===== config.mk =====
export PLATFORM = sky130hd
export DESIGN_NAME = fpc_host
export DESIGN_NICKNAME = d
export VERILOG_FILES = /design/src/rtl/fpc_pkg.sv /design/src/rtl/fpc_host.sv /design/src/rtl/fpc_bus_cycle.sv
export SDC_FILE = /design/constraint.sdc
export NUM_CORES = 1
export LEC_CHECK = 0
export BUFFER_PORTS_ARGS = -buffer_cell sky130_fd_sc_hd__buf_2
export CAP_MARGIN = 20
export CORE_ASPECT_RATIO = 1.5
export CORE_MARGIN = 2
export CORE_UTILIZATION = 30
export DETAILED_ROUTE_END_ITERATION = 7
export PLACE_DENSITY = 0.59
export SLEW_MARGIN = 20
export SYNTH_ARGS = -nofsm -noshare
export SYNTH_HDL_FRONTEND = slang
export SYNTH_HIERARCHICAL = 1
export SYNTH_SLANG_ARGS = --single-unit

===== constraint.sdc =====
create_clock -name core_clk -period 4.64 [get_ports core_clk]
set_input_delay 0.232 -clock core_clk [delete_from_list [all_inputs] [get_ports core_clk]]
set_output_delay 0.232 -clock core_clk [all_outputs]
set_load 0.01 [all_outputs]

===== src/rtl/fpc_pkg.sv =====
// Package for the flash protection/identification host controller
// Notes on behaviour
// - Overlay entry: AA@555, 55@2AA, E0@555
// - A0 then sector write: 1 clear, 0 set
// - Exit: 90 then 0, back to array
// - Host always exits after any entry
// - Reset write leaves ID mode or timeout
// - Abort state needs full three-cycle reset
// - New sector verify needs exit and re-entry
// - Verify read is a fresh full access
package fpc_pkg;
  // Bus widths
  localparam int ADDR_W = 24;
  localparam int DATA_W = 16;
  // Unlock and command addresses and data
  localparam logic [23:0] UNLOCK_ADDR_A = 24'h000555;
  localparam logic [23:0] UNLOCK_ADDR_B = 24'h0002AA;
  localparam logic [15:0] UNLOCK_DATA_A = 16'h00AA;
  localparam logic [15:0] UNLOCK_DATA_B = 16'h0055;
  localparam logic [15:0] CMD_DPB_ENTRY = 16'h00E0;
  localparam logic [15:0] CMD_ID_ENTRY = 16'h0090;
  localparam logic [15:0] CMD_PROG = 16'h00A0;
  localparam logic [15:0] CMD_EXIT_A = 16'h0090;
  localparam logic [15:0] CMD_EXIT_B = 16'h0000;
  localparam logic [15:0] CMD_RESET = 16'h00F0;
  localparam logic [15:0] DATA_CLEAR = 16'h0001;
  localparam logic [15:0] DATA_SET = 16'h0000;
  // Protection status words
  localparam logic [7:0] STAT_PROTECTED = 8'h00;
  localparam logic [7:0] STAT_UNPROTECTED = 8'h01;
  // Identification offsets
  localparam logic [23:0] ID_MAKER_OFS = 24'h000000;
  localparam logic [23:0] ID_PART_OFS = 24'h000001;
  localparam logic [23:0] ID_VERIFY_OFS = 24'h000002;
  localparam logic [23:0] ID_INDIC_OFS = 24'h000003;
  localparam logic [23:0] ID_LOWFEAT_OFS = 24'h00000C;
  localparam logic [23:0] ID_UPFEAT_OFS = 24'h00000D;
  localparam logic [15:0] LOWFEAT_RESET = 16'h0003;
  localparam int SECTOR_LSB = 16;
  // Indicator field positions
  localparam int IND_FACTORY_BIT = 7;
  localparam int IND_CUSTOMER_BIT = 6;
  localparam int IND_WP_BIT = 4;
  // Bus cycle timing, ns and derived cycles at 100 MHz
  localparam int CLK_NS = 10;
  localparam int ACCESS_NS = 70;
  localparam int WE_PULSE_NS = 35;
  localparam int CE_HIGH_NS = 20;
  localparam int ACCESS_CYC = (ACCESS_NS + CLK_NS - 1) / CLK_NS;
  localparam int WE_CYC = (WE_PULSE_NS + CLK_NS - 1) / CLK_NS;
  localparam int CE_HIGH_CYC = (CE_HIGH_NS + CLK_NS - 1) / CLK_NS;
  // User operations
  typedef enum logic [2:0] {
    FPC_OP_ARRAY_READ,
    FPC_OP_DPB_SET,
    FPC_OP_DPB_CLEAR,
    FPC_OP_DPB_READ,
    FPC_OP_ID_READ,
    FPC_OP_RESET
  } fpc_op_t;
  // User request bundle
  typedef struct packed {
    fpc_op_t op;
    logic [23:0] addr;
  } fpc_req_t;
  // One flash bus cycle
  typedef struct packed {
    logic wr;
    logic [23:0] addr;
    logic [15:0] data;
  } fpc_cyc_t;
endpackage


===== src/rtl/fpc_host.sv =====
// Host controller issuing protection and identification sequences
`timescale 1ns/1ps
`default_nettype none
module fpc_host
  import fpc_pkg::*;
(
  input wire logic core_clk,
  input wire logic arst_n,
  // User request side
  input wire logic req_valid,
  output logic req_ready,
  input wire fpc_req_t req,
  output logic rsp_valid,
  output logic [15:0] rsp_data,
  output logic timeout_seen,
  // Flash pins
  output logic flash_ce_n,
  output logic flash_oe_n,
  output logic flash_we_n,
  output logic [23:0] flash_addr,
  output logic [15:0] flash_dq_out,
  output logic flash_dq_oe,
  input wire logic [15:0] flash_dq_in
);
  // Sequencer states
  typedef enum logic [2:0] {
    FPC_IDLE, FPC_ISSUE, FPC_WAIT, FPC_RESPOND
  } fpc_state_t;
  logic rst_s1, rst_n; // Reset release synchroniser
  fpc_state_t state, next_state;
  fpc_req_t cur, next_cur;
  logic [2:0] step, next_step; // Bus cycle index in sequence
  logic [2:0] last_step; // Final index for current op
  fpc_cyc_t cyc; // Cycle to issue at this step
  logic start;
  logic done;
  logic [15:0] rdata;
  logic [15:0] next_rsp_data;
  logic next_rsp_valid;
  logic next_timeout_seen;
  logic [23:0] sector_base; // Sector base from top bits
  // Release reset through two flops
  always_ff @(posedge core_clk or negedge arst_n) begin
    if (!arst_n) begin
      rst_s1 <= 1'b0;
      rst_n <= 1'b0;
    end else begin
      rst_s1 <= 1'b1;
      rst_n <= rst_s1;
    end
  end
  // Sector select keeps only A23-A16, low bits zero
  assign sector_base = {cur.addr[23:SECTOR_LSB], 16'h0000};
  // Length of each sequence; every protect op is framed by entry and exit
  always_comb begin
    case (cur.op)
      FPC_OP_ARRAY_READ: last_step = 3'd0;
      FPC_OP_RESET: last_step = 3'd0;
      FPC_OP_DPB_READ: last_step = 3'd5;
      FPC_OP_ID_READ: last_step = 3'd5;
      default: last_step = 3'd6;
    endcase
  end
  // Cycle table for each op and step
  always_comb begin
    cyc = '0;
    cyc.wr = 1'b1;
    if (cur.op == FPC_OP_ARRAY_READ) begin
      // Plain read, no unlock needed
      cyc.wr = 1'b0;
      cyc.addr = cur.addr;
    end else if (cur.op == FPC_OP_RESET) begin
      // Single reset write leaves ID mode or timeout
      // No buffer writes are issued, so the abort state never arises
      cyc.data = CMD_RESET;
    end else if (step == 3'd0) begin
      // Unlock cycles always complete in order
      cyc.addr = UNLOCK_ADDR_A;
      cyc.data = UNLOCK_DATA_A;
    end else if (step == 3'd1) begin
      cyc.addr = UNLOCK_ADDR_B;
      cyc.data = UNLOCK_DATA_B;
    end else if (step == 3'd2) begin
      // ID entry carries the sector for verify reads
      cyc.addr = (cur.op == FPC_OP_ID_READ) ? (sector_base | UNLOCK_ADDR_A) : UNLOCK_ADDR_A;
      cyc.data = (cur.op == FPC_OP_ID_READ) ? CMD_ID_ENTRY : CMD_DPB_ENTRY;
    end else if (step == 3'd3 && cur.op == FPC_OP_ID_READ) begin
      // Offset 0h-0Fh within the sector
      cyc.wr = 1'b0;
      cyc.addr = sector_base | {20'h00000, cur.addr[3:0]};
    end else if (step == 3'd3 && cur.op == FPC_OP_DPB_READ) begin
      // Status read at the sector
      cyc.wr = 1'b0;
      cyc.addr = sector_base;
    end else if (step == 3'd3) begin
      cyc.data = CMD_PROG;
    end else if (step == 3'd4 && cur.op != FPC_OP_ID_READ && cur.op != FPC_OP_DPB_READ) begin
      // Second cycle names the sector and the new state
      cyc.addr = sector_base;
      cyc.data = (cur.op == FPC_OP_DPB_CLEAR) ? DATA_CLEAR : DATA_SET;
    end else if (step == last_step - 3'd1) begin
      cyc.data = CMD_EXIT_A;
    end else begin
      cyc.data = CMD_EXIT_B;
    end
  end
  // Sequencer next state
  always_comb begin
    next_state = state;
    next_cur = cur;
    next_step = step;
    next_rsp_valid = 1'b0;
    next_rsp_data = rsp_data;
    next_timeout_seen = timeout_seen;
    start = 1'b0;
    case (state)
      FPC_IDLE: begin
        if (req_valid) begin
          next_cur = req;
          next_step = 3'd0;
          next_state = FPC_ISSUE;
        end
      end
      FPC_ISSUE: begin
        start = 1'b1;
        next_state = FPC_WAIT;
      end
      FPC_WAIT: begin
        if (done) begin
          if (!cyc.wr) begin
            // Keep read word; timeout bit flagged for a later reset
            next_rsp_data = rdata;
            next_timeout_seen = rdata[5];
          end
          if (step == last_step) begin
            next_state = FPC_RESPOND;
          end else begin
            next_step = step + 3'd1;
            next_state = FPC_ISSUE;
          end
        end
      end
      default: begin
        next_rsp_valid = 1'b1;
        next_state = FPC_IDLE;
      end
    endcase
  end
  assign req_ready = (state == FPC_IDLE);
  // Sequencer registers
  always_ff @(posedge core_clk or negedge rst_n) begin
    if (!rst_n) begin
      state <= FPC_IDLE;
      cur <= '0;
      step <= 3'd0;
      rsp_valid <= 1'b0;
      rsp_data <= 16'h0000;
      timeout_seen <= 1'b0;
    end else begin
      state <= next_state;
      cur <= next_cur;
      step <= next_step;
      rsp_valid <= next_rsp_valid;
      rsp_data <= next_rsp_data;
      timeout_seen <= next_timeout_seen;
    end
  end
  // Pin-level cycle engine
  fpc_bus_cycle u_cycle (
    .core_clk(core_clk),
    .rst_n(rst_n),
    .start(start),
    .cyc(cyc),
    .done(done),
    .rdata(rdata),
    .ce_n(flash_ce_n),
    .oe_n(flash_oe_n),
    .we_n(flash_we_n),
    .addr(flash_addr),
    .dq_out(flash_dq_out),
    .dq_oe(flash_dq_oe),
    .dq_in(flash_dq_in)
  );
endmodule
`default_nettype wire


===== src/rtl/fpc_bus_cycle.sv =====
// Single asynchronous flash bus cycle engine
`timescale 1ns/1ps
`default_nettype none
module fpc_bus_cycle
  import fpc_pkg::*;
#(
  parameter int ACC_CYC = ACCESS_CYC,
  parameter int WR_CYC = WE_CYC,
  parameter int GAP_CYC = CE_HIGH_CYC
) (
  input wire logic core_clk,
  input wire logic rst_n,
  input wire logic start,
  input wire fpc_cyc_t cyc,
  output logic done,
  output logic [15:0] rdata,
  output logic ce_n,
  output logic oe_n,
  output logic we_n,
  output logic [23:0] addr,
  output logic [15:0] dq_out,
  output logic dq_oe,
  input wire logic [15:0] dq_in
);
  // Strobe phases
  typedef enum logic [1:0] {FPC_B_IDLE, FPC_B_STROBE, FPC_B_GAP} fpc_bstate_t;
  fpc_bstate_t state, next_state;
  logic [7:0] cnt, next_cnt;
  logic is_wr, next_is_wr;
  logic [23:0] next_addr;
  logic [15:0] next_dq_out, next_rdata;
  logic [15:0] dq_s1, dq_s2; // Pin synchroniser
  logic next_done;
  // Next-state logic; every cycle raises CE# then waits, so reads are fresh
  always_comb begin
    next_state = state;
    next_cnt = cnt;
    next_is_wr = is_wr;
    next_addr = addr;
    next_dq_out = dq_out;
    next_rdata = rdata;
    next_done = 1'b0;
    case (state)
      FPC_B_IDLE: begin
        if (start) begin
          next_state = FPC_B_STROBE;
          next_is_wr = cyc.wr;
          next_addr = cyc.addr;
          next_dq_out = cyc.data;
          // Extra two cycles cover the input synchroniser on reads
          next_cnt = cyc.wr ? 8'(WR_CYC) : 8'(ACC_CYC + 2);
        end
      end
      FPC_B_STROBE: begin
        if (cnt > 8'h01) begin
          next_cnt = cnt - 8'h01;
        end else begin
          if (!is_wr) begin
            next_rdata = dq_s2;
          end
          next_state = FPC_B_GAP;
          next_cnt = 8'(GAP_CYC);
        end
      end
      default: begin
        // CE# high recovery before next cycle
        if (cnt > 8'h01) begin
          next_cnt = cnt - 8'h01;
        end else begin
          next_state = FPC_B_IDLE;
          next_done = 1'b1;
        end
      end
    endcase
  end
  // Registers; strobes come from flops for glitch-free pins
  always_ff @(posedge core_clk or negedge rst_n) begin
    if (!rst_n) begin
      state <= FPC_B_IDLE;
      cnt <= 8'h00;
      is_wr <= 1'b0;
      addr <= 24'h000000;
      dq_out <= 16'h0000;
      rdata <= 16'h0000;
      done <= 1'b0;
      dq_s1 <= 16'h0000;
      dq_s2 <= 16'h0000;
      ce_n <= 1'b1;
      oe_n <= 1'b1;
      we_n <= 1'b1;
      dq_oe <= 1'b0;
    end else begin
      state <= next_state;
      cnt <= next_cnt;
      is_wr <= next_is_wr;
      addr <= next_addr;
      dq_out <= next_dq_out;
      rdata <= next_rdata;
      done <= next_done;
      dq_s1 <= dq_in;
      dq_s2 <= dq_s1;
      ce_n <= (next_state != FPC_B_STROBE);
      oe_n <= !(next_state == FPC_B_STROBE && !next_is_wr);
      we_n <= !(next_state == FPC_B_STROBE && next_is_wr);
      dq_oe <= (next_state == FPC_B_STROBE && next_is_wr);
    end
  end
endmodule
`default_nettype wire


* Word-level counts from Yosys, hierarchy flattened
Index checks and enable logic that the tools add are counted.
** Storage, ports and cells
- Register bits after elaboration :: 157
- Input bits :: 46
- Output and inout port bits :: 63
- Word-level logic and storage cells :: 124
** Operators by class
- $add $sub $neg :: 3
- Magnitude comparators :: 1
- Equal/unequal tests :: 21
- Multiplexer cells :: 47
- Bitwise operators :: 4
- Reductions and logical operators :: 26
** Operators with widths (number)
- $mux W40 :: 3
- $mux W16 :: 6
- $mux W24 :: 4
- $mux W25 :: 3
- $mux W8 :: 4
- $or A24 B4 Y24 :: 1
- $pmux W8 S2 :: 1
- $eq A3 B2 Y1 const B :: 5
- $mux W3 :: 5
- $pmux W3 S2 :: 2
- $mux W1 :: 11
- $eq A3 B3 Y1 const B :: 3
- $logic_not A3 Y1 :: 3
- $pmux W3 S3 :: 1
- $gt A8 B1 Y1 const B :: 1
- $mux W2 :: 4
- $reduce_and A2 Y1 :: 4
- $sub A8 B1 Y8 const B :: 1
- $mux W7 :: 1
- $eq A3 B1 Y1 const B :: 2
- $eq A3 B3 Y1 :: 2
- $logic_and A1 B1 Y1 :: 6
- $ne A2 B2 Y1 const B :: 3
- $reduce_and A3 Y1 :: 2
- 16 further kinds :: 24

* Longest topological paths before layout
Gate-level depths: netlist of run 1.
- Depth in word-level cells :: 20
- Depth in mapped cells :: 11
- Mapped depth without buffers :: 10

* Hierarchy
The synthesis of run 1 kept the hierarchy.
** By module, submodules not included
- fpc_bus_cycle :: times used 1, cells an instance 332, area an instance 3851.2 µm², seq. area each 2606.2 µm²
- fpc_host :: times used 1, cells an instance 241, area an instance 2780.2 µm², seq. area each 1276.2 µm²

* Worst setup path after synthesis of run 1
OpenSTA, ideal clock, no wires.
- Kind :: reg-to-reg
- From :: reg step[0]
- To :: reg u_cycle.cnt[3]
- Library setup time :: 0.127 ns
- Arrival :: 2.179 ns
- Required time :: 4.513 ns
- Setup slack :: 2.335 ns
- Cell stages (with the launch flop) :: 12
- Buffers on the path :: 1
- Clock period less this slack :: 2.305 ns
- Path through :: dfrtp_1 clkbuf_1 inv_1 ha_1 nor2_1 o2111ai_1 nor2_2 o21ai_0 nand2_1 a21oi_1 a211oi_1 o2bb2a_1
** RTL lines
- start: declaration :: RTL line fpc_host.sv:32 : logic [2:0] step, next_step;
- start signal: assignment :: RTL line fpc_host.sv:162 : step <= next_step;
- end signal: assignment :: RTL line fpc_bus_cycle.sv:94 : cnt <= next_cnt;
- end: declaration :: RTL line fpc_bus_cycle.sv:28 : logic [7:0] cnt, next_cnt;

==> flow_summary_export.csv, run 1 <==
group,metric,value,unit
logic_synthesis,synth.most_common_cell,"dfrtp_1",
logic_synthesis,postSynthCellCount,573,
critical_path,crit_type,"register to register",
route,wl_met2,7.72,mm
clocking,ctsLongestPathBuffers,2,
pwr,swShare,34.5,%
status,status,"finished clean",
timing,setup_violations,0,
job,cap_violations,0,
route,drc_errors,0,
clocking,cts_made_buffers,17,
placement,io_buffers,108,
logic_synthesis,netlist_area,6630,um^2
clocking,cts_root_buf,"clkbuf_16",
logic_synthesis,synth_cell_type_count,68,
timing,fmax,370,MHz
route,via_count,4585,
timing,fin_setup_tns,0,ps
placement,dp_hpwl,10.3,mm
logic_synthesis,ys_top_cells_by_area,"dfrtp_1 (57%), nand2_1 (8.0%), mux2_2 (6.6%)",
route,dr_wl_met3,623,um
pwr,irDropWorstVdd,314,uV
logic_synthesis,synth_flop_cell,"dfrtp_1",
timing,fin_crit_sh,58.3,%
timing,worstMarginPinSlew,1010,ps
placement,post-place-ws,1990,ps
layout,antenna_cells,0,
timing,rsz0062_at_grt,"false",
logic_synthesis,ys_async_sr_fraction,100,%
global_route,grt_usage,13.2,%
pwr,powerDensity,650,nW/um^2
route,wl,15.0,mm
pwr,p_seq_share,40.7,%
layout,fin_area,8200,um^2
pwr,clock_power_share,26.8,%
timing,timing.final.max_slew_violations,0,
logic_synthesis,synth_common_cells,"dfrtp_1 (152), nand2_1 (141), mux2_2 (39), mux2_4 (21), clkbuf_1 (17)",
min_path,min-delay-path-class,"input port to register",
pwr,power_switching,0.00184,W
route,ant_nets,0,
layout,drive_gt1_share,31.2,%
global_route,antenna_found_initial,0,
floorplanning,die_x,125,um
route,drtIter0Drc,418,
clocking,cts_tree,"done",
clocking,cts.htree.levels,4,
clocking,post_cts_buffers,0,
route,firstDrtPassIters,5,
critical_path,path_max_fanout,13,
timing,fin_skew,11.4,ps
critical_path,arrival,3010,ps
floorplanning,initial_core_util,30.5,%
placement,placed_cell_area,7420,um^2
logic_synthesis,seq_area_frac_synth,58.5,%
floorplanning,io_pins,109,
pwr,p_leak,4.08,nW
global_route,grt_max_degree,87,
layout,final_nets,752,
route,avgViaCountPerCell,4.66,
clocking,insertion_delay,420,ps
logic_synthesis,synth_seq_cells,155,
logic_synthesis,synth_edf_count,0,
layout,nFillCells,2117,
logic_synthesis,synth_top_area_share,57.4,%
floorplanning,design.die.area,23300,um^2
clocking,clk_pin_slew_worst_paths,70,ps
clocking,clock_sinks,155,
layout,fin_util,37.7,%
critical_path,cp.required,4940,ps
route,topRoutingLayerUsed,"met4",
layout,area_delta_synth_final,23.6,%
floorplanning,num_rows,66,
placement,routabilityCongestion,0.839,
pwr,comb_power_share,32.6,%
floorplanning,die_h,186,um
pwr,p_int,0.00349,W
timing,slew-limit-headroom,32.2,%
critical_path,setup.worst_path.start_class,"register",
global_route,overflow,0,
route,wl_per_cell,15.2,um
floorplanning,coreArea,21700,um^2
logic_synthesis,ys_warn_count,6,
timing,timing.final.ws_setup,1930,ps
timing,hold_viol,0,
timing,fin_crit,2710,ps
global_route,grt_pass1_wl,24.4,mm
logic_synthesis,yosys.area.top_type,"dfrtp_1",
logic_synthesis,syn_avg_cell_area,11.6,um^2
critical_path,endpoint_kind,"register",
route,wl_met1,6.57,mm
global_route,first_global_vias,4572,
==> cell families after synthesis <==
group,after synthesis,share of synthesized area (%)
buffers and inverters,40,3.25
multiplexers,60,11.4
AO/OA/AOI/OAI,80,8.98
other,2,0.113
AND/OR/NAND/NOR,226,16.0
flip-flops,155,58.5
adder cells (fa/ha/maj),7,1.32
XOR/XNOR,3,0.396
==> power by group through the flow <==
stage               sequential, W  clock (W)  combinational (W)
CTS                       0.00217    0.00147            0.00176
finish                    0.00217    0.00143            0.00173
detailed placement        0.00219          0            0.00173
global placement          0.00219          0            0.00171
floorplan                 0.00214          0            0.00125
global route              0.00224    0.00152            0.00193
==> path summary, 6_finish.rpt <==
path / slack [ps] / cells past startpoint / end / startpoint
hold / removal: 40 / 2 / cur[18]$_DFFE_PN0P_ / req[18]
min in group asynchronous: 130 / 2 / rst_s1$_DFF_PN0_ / arst_n
setup reg to reg: 1930 / 9 / u_cycle/cnt[3]$_DFFE_PN0P_ / step[2]$_DFFE_PN0P_
max in group asynchronous: 3210 / 1 / u_cycle/dq_s2[5]$_DFF_PN0_ / rst_n$_DFF_PN0_
setup / recovery: 1930 / 9 / u_cycle/cnt[3]$_DFFE_PN0P_ / step[2]$_DFFE_PN0P_
hold reg to reg: 340 / 0 / u_cycle/dq_s2[7]$_DFF_PN0_ / u_cycle/dq_s1[7]$_DFF_PN0_
==> placed cells by master (no fill, tap or decap), drive strengths merged, types with 4 or more instances in the layout <==
cell type / instances
a211oi: 4
a21boi: 4
a21o: 14
a21oi: 14
and2: 17
buf: 112
clkbuf: 20
clkinv: 6
conb: 9
dfrtp: 152
dlygate4sd3: 17
ha: 7
inv: 13
mux2: 60
nand2: 141
nand2b: 7
nand4: 4
nor2: 16
nor3: 13
o21ai: 16
or3: 6
==> flip-flops by register name, summed over array words and instances, names as in the netlist, 2 cells and up <==
signal          flops
cur                27
rsp_data           16
state               2
step                3
u_cycle/addr       24
u_cycle/cnt         8
u_cycle/dq_out     16
u_cycle/dq_s1      16
u_cycle/dq_s2      16
u_cycle/rdata      16
u_cycle/state       2
==> what timing repair did <==
| action | 4_1_cts | 5_1_grt |
|---|---|---|
| gates resized for setup | 0 | 0 |
| hold buffers | 17 | 0 |
| hold endpoints to repair | 18 | 0 |
==> routing by layer <==
metal,GRT usage (%),vias to the layer above
li1,-,2196
met1,16.6,2281
met2,22.4,104
met3,2.93,4
met4,4.62,0
met5,0,-
==> critical path, stage by stage, from the launching register on <==
cell       delay, ps
dfrtp_1          570
inv_1            250
ha_1             360
o2111ai_1        160
nor2_2            90
o21ai_0          400
nand2_1          200
a21oi_1          200
a211oi_1          60
o2bb2a_1         310
==> stage by stage <==
step / power, W / hold slack (ps) / std cells
global placement: 0.00390 / 17.1 / 935
CTS: 0.00540 / 18.5 / 984
detailed placement: 0.00392 / 19.4 / 935
finish: 0.00533 / 37.9 / 984
global route: 0.00569 / 29.8 / 984
floorplan: 0.00339 / -63.6 / 580
==> cell type report <==
type | instances | area (um^2) | share of cell area, %
flip-flops and latches | 155 | 3890 | 47.4
multi-input cells | 385 | 2560 | 31.3
repair buffers | 129 | 753 | 9.19
clock buffers | 20 | 447 | 5.45
well taps | 272 | 340 | 4.15
clock inverters | 12 | 164 | 2.00
inverters | 11 | 41.3 | 0.504
Power figures use the tool's default switching activity.
==> run 2, diff against run 1 <==
--- a/config.mk
+++ b/config.mk
@@ -11,7 +11,7 @@
 export CORE_MARGIN = 2
 export CORE_UTILIZATION = 30
 export DETAILED_ROUTE_END_ITERATION = 7
-export PLACE_DENSITY = 0.59
+export PLACE_DENSITY = 0.57
 export SLEW_MARGIN = 20
 export SYNTH_ARGS = -nofsm -noshare
 export SYNTH_HDL_FRONTEND = slang
==> constraint.sdc (replaced) <==
create_clock -name core_clk -period 2.5 [get_ports core_clk]
set_input_delay 0.125 -clock core_clk [delete_from_list [all_inputs] [get_ports core_clk]]
set_output_delay 0.125 -clock core_clk [all_outputs]
set_load 0.01 [all_outputs]
==> run 2 against run 1 <==
Cell count up 5.1%. Register-to-register slack worse by 1700 ps. Setup slack worse by 1700 ps. Critical path depth unchanged. Worst hold slack better by 80 ps. Critical endpoint is now u_cycle/addr[20]$_DFFE_PN0P_. Largest power group unchanged.
==> flow_summary_export.csv, run 2 (synthesis results as in run 1) <==
group,metric,value,unit
placement,routabilityCongestion,0.857,
layout,regMostFlops,"cur",
route,via_count,4779,
pwr,p_leak,4.31,nW
global_route,antenna_found_initial,0,
timing,fmax,441,MHz
route,dr_wl_met3,605,um
timing,fin_crit,2270,ps
clocking,cts_root_buf,"clkbuf_16",
route,firstDrtPassIters,5,
critical_path,crit_type,"register to register",
timing,fin_crit_sh,90.7,%
layout,drive_gt1_share,32.7,%
layout,register_area,3890,um^2
layout,largest_reg_flops,27,
pwr,p_total,0.0101,W
clocking,clock_sinks,155,
global_route,overflow,0,
placement,post-place-ws,126,ps
timing,worstMarginPinSlew,967,ps
critical_path,endpoint_kind,"register",
floorplanning,die_x,125,um
layout,area_delta_synth_final,30.8,%
timing,timing.final.max_slew_violations,0,
status,status,"finished clean",
clocking,ctsLongestPathBuffers,2,
route,drc_errors,0,
timing,hold_viol,0,
pwr,p_int,0.00666,W
timing,fin_skew,12.0,ps
global_route,grt_usage,13.9,%
layout,nFillCells,2115,
clocking,cts_made_buffers,17,
global_route,grt_max_degree,86,
layout,antenna_cells,0,
floorplanning,coreArea,21700,um^2
pwr,p_seq_share,39.3,%
critical_path,setup.worst_path.start_class,"register",
layout,layout_commonest_cell,"dfrtp_1",
route,topRoutingLayerUsed,"met4",
floorplanning,design.die.area,23300,um^2
clocking,insertion_delay,420,ps
floorplanning,initial_core_util,30.5,%
layout,multiInputGateArea,2570,um^2
min_path,hold_path_depth,4,
floorplanning,die_h,186,um
timing,setup_violations,0,
pwr,comb_power_share,34.2,%
global_route,first_global_vias,4933,
layout,final_nets,802,
route,wl_per_cell,15.0,um
timing,timing.final.ws_setup,233,ps
critical_path,cp.required,2850,ps
clocking,cts_tree,"done",
min_path,min-delay-path-class,"input port to register",
job,cap_violations,0,
placement,dp_hpwl,10.9,mm
layout,largestRegisters,"cur: 27 flops, u_cycle/addr: 24 flops",
route,wl_met2,8.03,mm
pwr,swShare,34.1,%
critical_path,arrival,2620,ps
critical_path,reg2reg_slack,230,ps
critical_path,path_max_fanout,10,
clocking,clk_pin_slew_worst_paths,60,ps
pwr,power_switching,0.00345,W
global_route,grt_pass1_wl,25.4,mm
route,avgViaCountPerCell,4.62,
pwr,clock_power_share,26.4,%
route,wl_met1,6.46,mm
pwr,irDropWorstVdd,486,uV
critical_path,ff2ff_path_depth,9,
pwr,powerDensity,1170,nW/um^2
timing,slew-limit-headroom,35.2,%
floorplanning,num_rows,66,
route,ant_nets,0,
layout,final_cell_mix,"dfrtp_1 (151), nand2_1 (140), buf_2 (108), dlygate4sd3_1 (45), mux2_2 (39)",
route,wl,15.5,mm
clocking,cts.htree.levels,4,
floorplanning,io_pins,109,
placement,io_buffers,108,
route,drtIter0Drc,163,
==> run 2: cell types whose count changed in the layout (fill, tap and decap cells not counted), sizes merged <==
cell	previous run	this run
clkinvlp	1	2
clkinv	6	5
dlygate4sd3	17	45
buf	112	134
==> run 2: metrics by stage <==
| step | cell area, um^2 | utilization, % | setup TNS (ps) | hold WS, ps | std cells |
|---|---|---|---|---|---|
| 5_1_grt | 8670 | 39.9 | -0.279 | 131 | 1034 |
| 6_report | 8670 | 39.9 | 0 | 118 | 1034 |
| 3_5_place_dp | 7590 | 34.9 | 0 | -88.0 | 956 |
| 4_1_cts | 8660 | 39.9 | 0 | 99.9 | 1033 |
| 2_1_floorplan | 6660 | - | 0 | -171 | 580 |
| 3_3_place_gp | 7590 | 34.9 | 0 | -90.4 | 956 |
==> run 2: timing repair <==
action	CTS	global route
hold buffers	45	0
setup endpoints to repair	0	10
endpoints found under the hold margin	45	0
buffers inserted	0	1
gates resized for setup	0	3
==> run 2: metal layers <==
layer  GRT usage (%)  up-vias
li1                -     2289
met1            15.9     2359
met2            24.7      107
met3            3.51       24
met4            5.87        0
met5               0        -
==> run 2: final timing paths <==
| path | start | endpoint |
|---|---|---|
| worst min-delay path | req_valid | step[0]$_DFFE_PN0P_ |
| min in group asynchronous | rst_n$_DFF_PN0_ | u_cycle/dq_out[14]$_DFFE_PN0P_ |
| max in group asynchronous | rst_n$_DFF_PN0_ | u_cycle/dq_s1[14]$_DFF_PN0_ |
| worst max register to register | step[0]$_DFFE_PN0P_ | u_cycle/addr[20]$_DFFE_PN0P_ |
| worst min register to register | rst_n$_DFF_PN0_ | u_cycle/dq_out[14]$_DFFE_PN0P_ |
| worst max-delay path | step[0]$_DFFE_PN0P_ | u_cycle/addr[20]$_DFFE_PN0P_ |
==> run 2: cell type report <==
| cell class | instances | area share, % |
|---|---|---|
| sequential | 155 | 44.8 |
| tap | 272 | 3.92 |
| multi-input combinational | 385 | 29.7 |
| clock buffer | 20 | 5.27 |
| inverter | 11 | 0.476 |
| clock inverter | 12 | 1.88 |
| timing repair buffer | 179 | 14.0 |
==> run 2: critical path, cell delays in order (launching register included) <==
cell      delay, ps
dfrtp_1         490
ha_1            250
ha_1            290
nor4bb_1        460
a221oi_2         90
o31ai_4         170
buf_4           190
and2_1          130
nand2_1          50
nand2_1          70
==> run 2: power by group through the flow <==
| stage | Sequential (W) | Clock [W] | Combinational, W |
|---|---|---|---|
| floorplan | 0.00397 | 0 | 0.00232 |
| global placement | 0.00401 | 0 | 0.00340 |
| detailed placement | 0.00403 | 0 | 0.00342 |
| CTS | 0.00399 | 0.00277 | 0.00350 |
| global route | 0.00410 | 0.00288 | 0.00386 |
| finish | 0.00398 | 0.00267 | 0.00346 |
